==> src/common/usart_clock_frame_pkg.sv <==
// Constants, register map and state encoding of the serial clock and frame core.
// Assumes one system clock; software reaches the registers over a plain strobe port.
// Summary of operation
// - Four clock modes: normal async, double speed async, sync master, sync slave.
// - In sync mode the clock pin direction picks master (output) or slave (input).
// - Transfer clock pin is used only in sync mode: driven as master, read as slave.
// - Baud down-counter reloads at zero or on low divisor write; ticks at zero.
// - Transmit bit clock is tick divided by 16, 8 or 2 per mode.
// - Async receiver recovery runs on the tick with 16 or 8 states per mode; sync mode samples on the clock edge.
// - Baud divisor is 12 bits from high and low registers, 0 to 4095.
// - Double speed acts only in async mode; the core masks it off in sync.
// - Double speed receiver uses 8 samples per bit instead of 16.
// - Slave clock passes two sync registers and an edge detector, two clocks late.
// - Sync mode samples input on the edge opposite to output change.
// - Polarity clear: change on rising, sample on falling; set swaps the edges.
// - Thirty formats: 5-9 data bits, none/even/odd parity, 1 or 2 stops.
// - Frame order: start, data LSB first, optional parity, stop bits.
// - Start bit low, stop bits high, idle line high.
// - Next frame may follow the last stop bit at once, or the line idles.
// - 3-bit size field, 2-bit parity field, one stop select bit.
// - Receiver checks only the first stop bit.
// - Transmitter and receiver share one frame format setting.
// - Frame error only when the first stop bit samples zero.
// - Parity is XOR of data bits, inverted for odd parity.
// - Size value 7 means 9 bits; ninth transmit bit from a control bit.
package usart_clock_frame_pkg;
    localparam int ADDR_W = 3;
    localparam int DATA_W = 8;
    localparam int BAUD_W = 12;
    localparam logic [ADDR_W-1:0] OFF_CTRL_A = 3'h0;
    localparam logic [ADDR_W-1:0] OFF_CTRL_B = 3'h1;
    localparam logic [ADDR_W-1:0] OFF_CTRL_C = 3'h2;
    localparam logic [ADDR_W-1:0] OFF_BAUD_LO = 3'h3;
    localparam logic [ADDR_W-1:0] OFF_BAUD_HI = 3'h4;
    localparam logic [ADDR_W-1:0] OFF_DATA = 3'h5;
    // Control/status A
    localparam int A_DOUBLE_SPEED = 0;
    localparam int A_FRAME_ERROR = 1;
    localparam int A_PARITY_ERROR = 2;
    localparam int A_RX_READY = 3;
    localparam int A_TX_BUSY = 4;
    // Control/status B
    localparam int B_TX_NINTH = 0;
    localparam int B_RX_NINTH = 1;
    localparam int B_CLK_DIR = 2;
    // Control/status C
    localparam int C_POLARITY = 0;
    localparam int C_SIZE_LO = 1;
    localparam int C_STOP_SEL = 4;
    localparam int C_PARITY_LO = 5;
    localparam int C_SYNC_MODE = 7;
    localparam logic [DATA_W-1:0] CTRL_A_RESET = 8'h00;
    localparam logic [DATA_W-1:0] CTRL_B_RESET = 8'h00;
    localparam logic [DATA_W-1:0] CTRL_C_RESET = 8'h06;
    localparam logic [3:0] SAMPLES_NORMAL = 4'hF;
    localparam logic [3:0] SAMPLES_DOUBLE = 4'h7;
    localparam logic [2:0] SIZE_NINE = 3'h7;
    localparam logic [1:0] PARITY_EVEN = 2'h2;
    localparam logic [1:0] PARITY_ODD = 2'h3;

    typedef enum logic [2:0] {
        FR_IDLE = 3'b000,
        FR_START = 3'b001,
        FR_DATA = 3'b011,
        FR_PARITY = 3'b010,
        FR_STOP = 3'b110
    } frame_state_t;
endpackage

==> src/core/usart_clock_frame_core.sv <==
// Baud generator, transfer clock logic, transmit and receive frame engines.
// Assumes pins and register strobes are synchronous to core_clk.
module usart_clock_frame_core #(
    parameter int BAUD_WIDTH = usart_clock_frame_pkg::BAUD_W
) (
    input wire logic core_clk,
    input wire logic nrst,
    input wire logic [usart_clock_frame_pkg::ADDR_W-1:0] regAddr,
    input wire logic [usart_clock_frame_pkg::DATA_W-1:0] regWrData,
    input wire logic regWrite,
    input wire logic regRead,
    output logic [usart_clock_frame_pkg::DATA_W-1:0] regRdData,
    output logic serialOutPin,
    input wire logic serialInPin,
    input wire logic transferClockPinIn,
    output logic transferClockPinOut,
    output logic transferClockPinOe
);
    import usart_clock_frame_pkg::*;

    if (BAUD_WIDTH < 9 || BAUD_WIDTH > 16) begin : g_width_check
        $error("BAUD_WIDTH must lie in 9..16");
    end

    function automatic logic [3:0] dataBits(input logic [2:0] size);
        dataBits = (size == SIZE_NINE) ? 4'h9 : (4'h5 + {2'b00, size[1:0]});
    endfunction

    function automatic logic parityOf(input logic [8:0] d, input logic [2:0] size, input logic odd);
        logic [8:0] mask;
        mask = 9'h1FF >> (4'h9 - dataBits(size));
        parityOf = (^(d & mask)) ^ odd;
    endfunction

    // Configuration registers
    logic [DATA_W-1:0] ctrlA_reg, ctrlA_next, ctrlB_reg, ctrlB_next, ctrlC_reg, ctrlC_next;
    logic [BAUD_WIDTH-1:0] baudDivisor_reg, baudDivisor_next;
    logic [DATA_W-1:0] txHold_reg, txHold_next;
    logic txPending_reg, txPending_next;
    logic wrLow, wrData, rdData;

    assign wrLow = regWrite && regAddr == OFF_BAUD_LO;
    assign wrData = regWrite && regAddr == OFF_DATA;
    assign rdData = regRead && regAddr == OFF_DATA;

    // Shared format fields, one copy for both directions
    logic syncMode, clockDir, polarity, twoStops, parityOn, parityOdd, doubleSpeed, masterMode, slaveMode;
    logic [2:0] charSize;
    assign syncMode = ctrlC_reg[C_SYNC_MODE];
    assign clockDir = ctrlB_reg[B_CLK_DIR];
    assign masterMode = syncMode && clockDir;
    assign slaveMode = syncMode && !clockDir;
    assign polarity = ctrlC_reg[C_POLARITY];
    assign charSize = ctrlC_reg[C_SIZE_LO +: 3];
    assign twoStops = ctrlC_reg[C_STOP_SEL];
    assign parityOn = ctrlC_reg[C_PARITY_LO +: 2] == PARITY_EVEN || ctrlC_reg[C_PARITY_LO +: 2] == PARITY_ODD;
    assign parityOdd = ctrlC_reg[C_PARITY_LO +: 2] == PARITY_ODD;
    assign doubleSpeed = ctrlA_reg[A_DOUBLE_SPEED] && !syncMode;

    logic txStart;
    frame_state_t txState_reg, rxState_reg;
    logic rxDone;

    always_comb begin
        ctrlA_next = ctrlA_reg;
        ctrlB_next = ctrlB_reg;
        ctrlC_next = ctrlC_reg;
        baudDivisor_next = baudDivisor_reg;
        txHold_next = txHold_reg;
        txPending_next = txPending_reg && !txStart;
        if (regWrite) begin
            case (regAddr)
                OFF_CTRL_A: ctrlA_next[A_DOUBLE_SPEED] = regWrData[A_DOUBLE_SPEED];
                OFF_CTRL_B: begin
                    ctrlB_next[B_TX_NINTH] = regWrData[B_TX_NINTH];
                    ctrlB_next[B_CLK_DIR] = regWrData[B_CLK_DIR];
                end
                OFF_CTRL_C: ctrlC_next = regWrData;
                OFF_BAUD_LO: baudDivisor_next[7:0] = regWrData;
                OFF_BAUD_HI: baudDivisor_next[BAUD_WIDTH-1:8] = regWrData[BAUD_WIDTH-9:0];
                OFF_DATA: begin
                    txHold_next = regWrData;
                    txPending_next = 1'b1;
                end
                default: ;
            endcase
        end
    end

    always_ff @(posedge core_clk or negedge nrst) begin
        if (!nrst) begin
            ctrlA_reg <= CTRL_A_RESET;
            ctrlB_reg <= CTRL_B_RESET;
            ctrlC_reg <= CTRL_C_RESET;
            baudDivisor_reg <= '0;
            txHold_reg <= '0;
            txPending_reg <= 1'b0;
        end else begin
            ctrlA_reg <= ctrlA_next;
            ctrlB_reg <= ctrlB_next;
            ctrlC_reg <= ctrlC_next;
            baudDivisor_reg <= baudDivisor_next;
            txHold_reg <= txHold_next;
            txPending_reg <= txPending_next;
        end
    end

    // Baud generator and transfer clock
    logic [BAUD_WIDTH-1:0] baudCnt_reg, baudCnt_next;
    logic baudTick;
    logic xckOut_reg, xckOut_next, xckSync1_reg, xckSync2_reg, xckPrev_reg, xckLevel;
    logic [3:0] txDiv_reg, txDiv_next, samplesTop;
    logic rise, fall, changeEdge, sampleEdge, txStrobe;

    assign baudTick = baudCnt_reg == '0;
    assign samplesTop = doubleSpeed ? SAMPLES_DOUBLE : SAMPLES_NORMAL;
    assign xckLevel = masterMode ? xckOut_reg : xckSync2_reg;
    assign rise = xckLevel && !xckPrev_reg;
    assign fall = !xckLevel && xckPrev_reg;
    assign changeEdge = polarity ? fall : rise;
    assign sampleEdge = polarity ? rise : fall;
    assign txStrobe = syncMode ? changeEdge : (baudTick && txDiv_reg == samplesTop);

    always_comb begin
        baudCnt_next = (baudTick || wrLow) ? baudDivisor_next : baudCnt_reg - 1'b1;
        xckOut_next = masterMode ? (xckOut_reg ^ baudTick) : 1'b0;
        txDiv_next = txDiv_reg;
        if (baudTick) begin
            txDiv_next = (txDiv_reg >= samplesTop) ? 4'h0 : txDiv_reg + 4'h1;
        end
    end

    always_ff @(posedge core_clk or negedge nrst) begin
        if (!nrst) begin
            baudCnt_reg <= '0;
            xckOut_reg <= 1'b0;
            xckSync1_reg <= 1'b0;
            xckSync2_reg <= 1'b0;
            xckPrev_reg <= 1'b0;
            txDiv_reg <= 4'h0;
        end else begin
            baudCnt_reg <= baudCnt_next;
            xckOut_reg <= xckOut_next;
            xckSync1_reg <= transferClockPinIn;
            xckSync2_reg <= xckSync1_reg;
            xckPrev_reg <= xckLevel;
            txDiv_reg <= txDiv_next;
        end
    end

    assign transferClockPinOut = xckOut_reg;
    assign transferClockPinOe = masterMode;

    // Transmitter
    frame_state_t txState_next;
    logic [8:0] txShift_reg, txShift_next;
    logic [3:0] txIdx_reg, txIdx_next;
    logic txStopIdx_reg, txStopIdx_next, txLine_reg, txLine_next;

    always_comb begin
        txState_next = txState_reg;
        txShift_next = txShift_reg;
        txIdx_next = txIdx_reg;
        txStopIdx_next = txStopIdx_reg;
        txLine_next = txLine_reg;
        txStart = 1'b0;
        if (txStrobe) begin
            case (txState_reg)
                FR_IDLE: begin
                    txLine_next = 1'b1;
                    if (txPending_reg) begin
                        txStart = 1'b1;
                    end
                end
                FR_START: begin
                    txState_next = FR_DATA;
                    txIdx_next = 4'h0;
                    txLine_next = txShift_reg[0];
                end
                FR_DATA: begin
                    if (txIdx_reg == dataBits(charSize) - 4'h1) begin
                        txState_next = parityOn ? FR_PARITY : FR_STOP;
                        txStopIdx_next = 1'b0;
                        txLine_next = parityOn ? parityOf(txShift_reg, charSize, parityOdd) : 1'b1;
                    end else begin
                        txIdx_next = txIdx_reg + 4'h1;
                        txLine_next = txShift_reg[txIdx_next];
                    end
                end
                FR_PARITY: begin
                    txState_next = FR_STOP;
                    txLine_next = 1'b1;
                end
                FR_STOP: begin
                    if (!txStopIdx_reg && twoStops) begin
                        txStopIdx_next = 1'b1;
                    end else if (txPending_reg) begin
                        txStart = 1'b1;
                    end else begin
                        txState_next = FR_IDLE;
                    end
                end
                default: begin
                    txState_next = FR_IDLE;
                    txLine_next = 1'b1;
                end
            endcase
            if (txStart) begin
                txState_next = FR_START;
                txShift_next = {ctrlB_reg[B_TX_NINTH], txHold_reg};
                txLine_next = 1'b0;
            end
        end
    end

    always_ff @(posedge core_clk or negedge nrst) begin
        if (!nrst) begin
            txState_reg <= FR_IDLE;
            txShift_reg <= '0;
            txIdx_reg <= 4'h0;
            txStopIdx_reg <= 1'b0;
            txLine_reg <= 1'b1;
        end else begin
            txState_reg <= txState_next;
            txShift_reg <= txShift_next;
            txIdx_reg <= txIdx_next;
            txStopIdx_reg <= txStopIdx_next;
            txLine_reg <= txLine_next;
        end
    end

    assign serialOutPin = txLine_reg;

    // Receiver
    frame_state_t rxState_next;
    logic [8:0] rxShift_reg, rxShift_next, rxWord_reg, rxWord_next;
    logic [3:0] rxIdx_reg, rxIdx_next, rxPhase_reg, rxPhase_next;
    logic rxReady_reg, rxReady_next, frameErr_reg, frameErr_next, parErr_reg, parErr_next;
    logic parSeen_reg, parSeen_next, rxSample, startSeen;

    assign rxSample = syncMode ? sampleEdge
        : (baudTick && rxPhase_reg == (samplesTop >> 1) && rxState_reg != FR_IDLE);
    assign startSeen = syncMode ? (sampleEdge && !serialInPin) : (baudTick && !serialInPin);

    always_comb begin
        rxState_next = rxState_reg;
        rxShift_next = rxShift_reg;
        rxWord_next = rxWord_reg;
        rxIdx_next = rxIdx_reg;
        rxPhase_next = rxPhase_reg;
        frameErr_next = frameErr_reg;
        parErr_next = parErr_reg;
        parSeen_next = parSeen_reg;
        rxDone = 1'b0;
        if (baudTick && rxState_reg != FR_IDLE) begin
            rxPhase_next = (rxPhase_reg >= samplesTop) ? 4'h0 : rxPhase_reg + 4'h1;
        end
        case (rxState_reg)
            FR_IDLE: begin
                if (startSeen) begin
                    rxState_next = syncMode ? FR_DATA : FR_START;
                    rxPhase_next = 4'h0;
                    rxIdx_next = 4'h0;
                    rxShift_next = '0;
                end
            end
            FR_START: begin
                if (rxSample) begin
                    rxState_next = serialInPin ? FR_IDLE : FR_DATA;
                end
            end
            FR_DATA: begin
                if (rxSample) begin
                    rxShift_next[rxIdx_reg] = serialInPin;
                    rxIdx_next = rxIdx_reg + 4'h1;
                    if (rxIdx_reg == dataBits(charSize) - 4'h1) begin
                        rxState_next = parityOn ? FR_PARITY : FR_STOP;
                        parSeen_next = 1'b0;
                    end
                end
            end
            FR_PARITY: begin
                if (rxSample) begin
                    parSeen_next = serialInPin != parityOf(rxShift_reg, charSize, parityOdd);
                    rxState_next = FR_STOP;
                end
            end
            FR_STOP: begin
                if (rxSample) begin
                    frameErr_next = !serialInPin;
                    parErr_next = parSeen_reg;
                    rxWord_next = rxShift_reg;
                    rxDone = 1'b1;
                    rxState_next = FR_IDLE;
                end
            end
            default: rxState_next = FR_IDLE;
        endcase
        // A word landing in the same cycle as a read keeps ready set
        rxReady_next = rxDone || (rxReady_reg && !rdData);
    end

    always_ff @(posedge core_clk or negedge nrst) begin
        if (!nrst) begin
            rxState_reg <= FR_IDLE;
            rxShift_reg <= '0;
            rxWord_reg <= '0;
            rxIdx_reg <= 4'h0;
            rxPhase_reg <= 4'h0;
            rxReady_reg <= 1'b0;
            frameErr_reg <= 1'b0;
            parErr_reg <= 1'b0;
            parSeen_reg <= 1'b0;
        end else begin
            rxState_reg <= rxState_next;
            rxShift_reg <= rxShift_next;
            rxWord_reg <= rxWord_next;
            rxIdx_reg <= rxIdx_next;
            rxPhase_reg <= rxPhase_next;
            rxReady_reg <= rxReady_next;
            frameErr_reg <= frameErr_next;
            parErr_reg <= parErr_next;
            parSeen_reg <= parSeen_next;
        end
    end

    // Read port
    logic [DATA_W-1:0] rdData_reg, rdData_next;
    always_comb begin
        rdData_next = '0;
        if (regRead) begin
            case (regAddr)
                OFF_CTRL_A: begin
                    rdData_next[A_DOUBLE_SPEED] = ctrlA_reg[A_DOUBLE_SPEED];
                    rdData_next[A_FRAME_ERROR] = frameErr_reg;
                    rdData_next[A_PARITY_ERROR] = parErr_reg;
                    rdData_next[A_RX_READY] = rxReady_reg;
                    rdData_next[A_TX_BUSY] = txPending_reg || txState_reg != FR_IDLE;
                end
                OFF_CTRL_B: begin
                    rdData_next = ctrlB_reg;
                    rdData_next[B_RX_NINTH] = rxWord_reg[8];
                end
                OFF_CTRL_C: rdData_next = ctrlC_reg;
                OFF_BAUD_LO: rdData_next = baudDivisor_reg[7:0];
                OFF_BAUD_HI: rdData_next[BAUD_WIDTH-9:0] = baudDivisor_reg[BAUD_WIDTH-1:8];
                OFF_DATA: rdData_next = rxWord_reg[7:0];
                default: rdData_next = '0;
            endcase
        end
    end

    always_ff @(posedge core_clk or negedge nrst) begin
        if (!nrst) begin
            rdData_reg <= '0;
        end else begin
            rdData_reg <= rdData_next;
        end
    end

    assign regRdData = rdData_reg;

    a_baud_reload: assert property (@(posedge core_clk) disable iff (!nrst)
        (baudTick && !wrLow && !regWrite) |=> baudCnt_reg == $past(baudDivisor_reg))
        else $error("baud counter did not reload at zero");
    a_low_write_reload: assert property (@(posedge core_clk) disable iff (!nrst)
        wrLow |=> baudCnt_reg == baudDivisor_reg)
        else $error("low divisor write did not reload counter");
    a_idle_high: assert property (@(posedge core_clk) disable iff (!nrst)
        (txState_reg == FR_IDLE || txState_reg == FR_STOP) |-> serialOutPin)
        else $error("line not high when idle or stop");
    a_start_low: assert property (@(posedge core_clk) disable iff (!nrst)
        txState_reg == FR_START |-> !serialOutPin)
        else $error("start bit not low");
    a_master_toggle: assert property (@(posedge core_clk) disable iff (!nrst)
        (masterMode && baudTick && !regWrite) |=> transferClockPinOut != $past(transferClockPinOut))
        else $error("master clock not toggling on tick");
    a_pin_unused_async: assert property (@(posedge core_clk) disable iff (!nrst)
        !syncMode |-> !transferClockPinOe)
        else $error("clock pin driven in async mode");
    a_slave_delay: assert property (@(posedge core_clk) disable iff (!nrst)
        (slaveMode && !$past(masterMode) && ($past(transferClockPinIn, 2) ^ polarity)
            && !($past(transferClockPinIn, 3) ^ polarity)) |-> txStrobe)
        else $error("slave edge not seen two clocks after pin");
    a_frame_error: assert property (@(posedge core_clk) disable iff (!nrst)
        (rxState_reg == FR_STOP && rxSample) |=> frameErr_reg == !$past(serialInPin))
        else $error("frame error does not follow first stop bit");
    a_double_async: assert property (@(posedge core_clk) disable iff (!nrst)
        syncMode |-> samplesTop == SAMPLES_NORMAL)
        else $error("double speed active in sync mode");
    a_parity_out: assert property (@(posedge core_clk) disable iff (!nrst)
        txState_reg == FR_PARITY |-> serialOutPin == parityOf(txShift_reg, charSize, parityOdd))
        else $error("parity bit wrong");
endmodule // usart_clock_frame_core

==> config.mk <==
export PLATFORM = sky130hd
export DESIGN_NAME = usart_clock_frame_core
export DESIGN_NICKNAME = d
export VERILOG_FILES = /design/src/common/usart_clock_frame_pkg.sv /design/src/core/usart_clock_frame_core.sv
export SDC_FILE = /design/constraint.sdc
export NUM_CORES = 1
export LEC_CHECK = 0
export BUFFER_PORTS_ARGS = -buffer_cell sky130_fd_sc_hd__buf_2
export CORE_MARGIN = 2
export CORE_UTILIZATION = 30
export CTS_CLUSTER_SIZE = 8
export DETAILED_ROUTE_END_ITERATION = 6
export PLACE_DENSITY = 0.56
export SYNTH_ARGS = -nofsm -noshare
export SYNTH_HDL_FRONTEND = slang
export SYNTH_SLANG_ARGS = --single-unit
==> constraint.sdc <==
create_clock -name core_clk -period 8.45 [get_ports core_clk]
set_input_delay 0.4225 -clock core_clk [delete_from_list [all_inputs] [get_ports core_clk]]
set_output_delay 0.4225 -clock core_clk [all_outputs]
set_load 0.05 [all_outputs]
* Word-level counts from Yosys, hierarchy flattened
Cells that the tools add are included.
W data, S select, Z words.
** Storage, ports and cells
- Register bits after elaboration :: 111
- Output and inout bits :: 11
- Word-level logic and storage cells :: 203
** Cells by class
- Add/sub/neg operators :: 8
- Order comparisons :: 5
- Eq/ne operators :: 35
- Shift-type cells :: 1
- Mux-type cells :: 70
- Bitwise operators :: 5
- Reductions and logical operators :: 52
** Operators with widths (count)
- $mux W4 :: 11
- $mux W3 :: 11
- $pmux W3 S5 :: 2
- $mux W1 :: 25
- $mux W12 :: 2
- $pmux W4 S6 :: 1
- $ne A2 B2 Y1 const B :: 11
- $and A9 B9 Y9 :: 2
- $eq A3 B2 Y1 const B :: 6
- $mux W9 :: 2
- $pmux W9 S2 :: 1
- $reduce_xor A9 Y1 :: 2
- $add A4 B1 Y4 const B :: 4
- $logic_and A1 B1 Y1 :: 16
- $mux W8 :: 2
- $pmux W4 S2 :: 2
- $eq A3 B3 Y1 const B :: 5
- $reduce_and A2 Y1 :: 7
- $eq A4 B4 Y1 :: 3
- $logic_not A12 Y1 :: 1
- $sub A12 B1 Y12 const B :: 1
- $lt A4 B5 Y1 const B :: 2
- $bwmux W9 :: 1
- $eq A3 B1 Y1 const B :: 3
- 27 further kinds :: 53

* Longest topological paths before layout
- Depth after elaboration :: 12
- Mapped depth :: 13

* Least setup slack after synthesis
OpenSTA, ideal clock, no wires.
- Kind :: flip-flop to flip-flop
- Start :: register ctrlC_reg[1]
- End :: register txLine_reg, in the netlist serialOutPin
- Data arrival time :: 2.968 ns
- Setup slack :: 5.421 ns
- Cell stages (with the launch flop) :: 14
- Path buffers :: 0
- Path through :: dfstp_2 -> ha_1 -> nand2_1 -> nand2_1 -> inv_1 -> ha_1 -> a21boi_0 -> xnor3_1 -> xnor2_1 -> o21ai_0 -> a22oi_1 -> xnor2_1 -> a2111oi_0 -> a211o_1
** On the way
- Word-level cells in the longest chain between the ends :: 11
- Elaborated cells between the ends (all ways) :: 14
- Classes of those cells :: add/sub: 3; eq/ne: 2; shift: 1; mux: 5; bitwise: 2; reduce/logical: 1
** Ends and longest elaborated chain
- from (decl) :: line usart_clock_frame_core.sv:36 : logic [DATA_W-1:0] ctrlA_reg, ctrlA_next, ctrlB_reg, ctrlB_next, ctrlC_reg, ctrlC_next;
- from (signal assigned) :: line usart_clock_frame_core.sv:101 : ctrlC_reg <= ctrlC_next;
- $add A3 B2 Y4 or $eq A3 B3 Y1 (tied branches) :: line usart_clock_frame_core.sv:26 : dataBits = (size == SIZE_NINE) ? 4'h9 : (4'h5 + {2'b00, size[1:0]});
- $mux W4 (*) :: line usart_clock_frame_core.sv:26
- $sub A4 B4 Y4 :: line usart_clock_frame_core.sv:31 : mask = 9'h1FF >> (4'h9 - dataBits(size));
- $shr A9 B4 Y9 :: line usart_clock_frame_core.sv:31
- $and A9 B9 Y9 :: line usart_clock_frame_core.sv:32 : parityOf = (^(d & mask)) ^ odd;
- $reduce_xor A9 Y1 :: line usart_clock_frame_core.sv:32
- $xor A1 B1 Y1 :: line usart_clock_frame_core.sv:32
- $mux W1 :: line usart_clock_frame_core.sv:184 : txLine_next = parityOn ? parityOf(txShift_reg, charSize, parityOdd) : 1'b1;
- $mux W1 (*) :: line usart_clock_frame_core.sv:181 : if (txIdx_reg == dataBits(charSize) - 4'h1) begin
- $pmux W1 S3 (*) :: line usart_clock_frame_core.sv:168 : case (txState_reg)
- $mux W1 (*) :: line usart_clock_frame_core.sv:208 : if (txStart) begin
- to (signal assigned) :: line usart_clock_frame_core.sv:228 : txLine_reg <= txLine_next;
- to (decl) :: line usart_clock_frame_core.sv:158 : logic txStopIdx_reg, txStopIdx_next, txLine_reg, txLine_next;
Every way passes the cells marked *; elsewhere a longest branch is shown, timed or not.
A chain may end at the register's enable or synchronous reset.

* Worst setup path in the final report
Ends and elaborated chain as after synthesis.

==> results.tsv <==
metric	value	unit
max-cap check violation count	0	
startpoint kind of the worst setup timing path	register	
Worst Hold Launch	transferClockPinIn	
setup TNS after final layout	0	ns
worst-path maximum fanout	10	
number of register bits inferred by synthesis	111	
commonest cells after routing, fill and taps aside	dfrtp_1, nand2_1, mux2_2, o21ai_0, a21oi_1	
cell area after synthesis	0.00596	mm^2
placed insts	825	
number of nets with antenna violations after detailed routing	0	
highest ir drop seen on vdd	0.117	mV
H-tree levels	3	
Cell Pwr Density	293	mW/mm^2
Final Hold Vio Count	0	
post-cts repair resize count	0	
number of antenna violations at the first check in global routing	0	
number of synthesized flops with an enable pin	0	
Yosys warning count	0	
setup repair after global routing missed its margin	false	
relative slew slack	0.324	
starting density of the core	0.306	
std cell rows	51	
worst path setup slack after routing	4.90	ns
endpoint kind of the worst setup timing path	register	
type of the tightest min-delay check	in2reg	
count of port buffers added during placement	27	
peak clock frequency supported by timing	282	MHz
result of the run	complete, no violations	
global-route wire length before repair	23600	um
Overflow after GRT	0	
diode insertion count for antenna repair	0	
Routed WL per cell	16.6	um
dominant synthesized flop cell	dfrtp_1	
required time at the endpoint of the critical path	8.75	ns
Nets	606	
most frequent standard cell in the layout excluding fill and tap cells	dfrtp_1	
origin of the critical flop-to-flop path	ctrlC_reg[1]	
Clock transition at path regs	0.08	ns
CP arrival	3.85	ns
Die Outline Area	0.0210	mm^2
clock period minus final worst setup slack	3.55	ns
CP Launch Point	ctrlC_reg[1]	
number of vias after detailed routing	4269	
fraction of layout cells with a size suffix above 1	0.199	
Final Power	1.95	mW
Min Hold Slack	0.162	ns
period utilisation layout	0.420	
first-pass iteration count of the detailed router	4	
die span in y	145	um
DIE WIDTH	145	um
Mapped Nets	589	
Clock Path Buffers	2	
transition time at the pin with the least slew margin	1.01	ns
final number of setup-violating endpoints	0	
synthesized area divided by synthesized cell count	10.7	um^2
setup fix buffers added after clock tree synthesis	0	
number of global-route vias before repair	4404	
proportion of synthesized flip-flops having asynchronous set or reset	1.00	
cell leakage power	2.87	nW
placement-stage worst setup slack	4.93	ns
initial detailed-routing violation count	222	
final-report max-slew violation count	0	
DP Wirelength	10500	um
number of non-filler instances in the completed layout	842	
largest net degree at the start of global routing	82	
clock tree from TritonCTS	done	
total routed wirelength	14000	um
DRC violation count after routing	0	
Syn Inst Count	555	
synthesis-to-layout area growth	11.7	%
Core Footprint	0.0195	mm^2
skew final	0.0112	ns
number of buffers added by the clock tree synthesis step	9	
average vias per placed instance	5.07	
count of cell types in the netlist	64	
clock root buffer master	clkbuf_16	
number of sinks handled by clock tree synthesis	111	
clock latency of the later-clocked register in the worst-skew pair	0.37	ns
Hold-fix buffers, CTS	1	
CP Class	reg2reg	
sequential area share after synthesis	0.467	
Overall Global Routing Usage	0.140	
weighted congestion at the end of routability-driven global placement	0.857	
number of placed I/O pins	28	
-- logic make-up after synthesis --
kind of cell               share of synthesized area
xor gates and xnor gates                      0.0596
DFF                                            0.467
AOI/OAI and AO/OA                              0.116
adders and majority gates                     0.0357
and+or+nand+nor                                0.154
muxes                                          0.143
buffers and inverters                         0.0244
-- where the power goes --
| group | leakage (nW) | switching, mW | total (mW) | internal [mW] |
|---|---|---|---|---|
| clock network | 0.145 | 0.201 | 0.434 | 0.233 |
| logic | 1.33 | 0.341 | 0.656 | 0.315 |
| registers | 1.39 | 0.182 | 0.864 | 0.682 |
| total | 2.87 | 0.723 | 1.95 | 1.23 |
-- cells in the mapped netlist (3+ instances only) --
cell type  number  area, um^2
dfrtp_1       108        2700
nand2_1        60         225
mux2_2         52         586
a21oi_1        28         140
o21ai_0        28         140
xnor2_1        22         193
clkbuf_1       20        75.1
nor2_1         20        75.1
ha_1           17         213
xor2_1         16         140
inv_1          15        56.3
nand3_1        13        65.1
mux2i_1        11         110
nor2b_1        10        62.6
a31oi_1         9        56.3
nand2b_1        9        56.3
nor3_1          9        45.0
nor3b_1         9        67.6
mux2_1          8        90.1
a211oi_1        5        37.5
and2_1          5        31.3
a22oi_1         4        30.0
a31o_1          4        35.0
a31o_2          4        35.0
nand3b_1        4        30.0
o22ai_1         4        25.0
a2111oi_0       3        26.3
a211o_1         3        26.3
dfstp_2         3        78.8
mux4_2          3        67.6
nand4_1         3        18.8
o31ai_1         3        22.5
or3_1           3        18.8
or4_1           3        22.5
-- layout make-up --
cell class                      count  area [um^2]
Inverter                           15         56.3
Tap cell                          265          332
Clock buffer                       11          233
Clock inverter                      5         61.3
Sequential cell                   111         2780
Timing Repair Buffer               29          155
Multi-Input combinational cell    406         3040
Fill cell                        1987        12800
-- metal layers --
metal	global-route usage	wire (um)
met1	0.180	6200
met2	0.236	6950
met3	0.0305	597
met4	0.0441	258
met5	0	0
-- critical path, stage by stage (launching register included) --
cell and delay (ns):
dfstp_2 0.57, ha_1 0.34, nand2_1 0.12, nand2_1 0.18, inv_1 0.09, ha_1 0.21
xnor2_1 0.31, xor2_1 0.13, nor4_2 0.68, a211oi_1 0.10, a2111oi_0 0.41, nor3_1 0.08
a211o_1 0.27
-- metrics by stage --
stage / util / area [um^2]
global route: 0.342 / 6660
CTS: 0.342 / 6660
floorplan: - / 5960
detailed placement: 0.326 / 6350
global placement: 0.326 / 6350
finish: 0.342 / 6660
-- path summary, 6_finish.rpt --
path                            cells past startpoint             end  slack (ns)
max in group asynchronous                           3     parSeen_reg        6.54
min in group asynchronous                           2  txState_reg[1]        0.54
worst max-delay path                               12    serialOutPin        4.90
worst min register to register                      0    xckSync2_reg        0.36
worst max register to register                     12    serialOutPin        4.90
worst min-delay path                                1    xckSync1_reg        0.16
No activity file was read; power rests on OpenSTA's default activity.
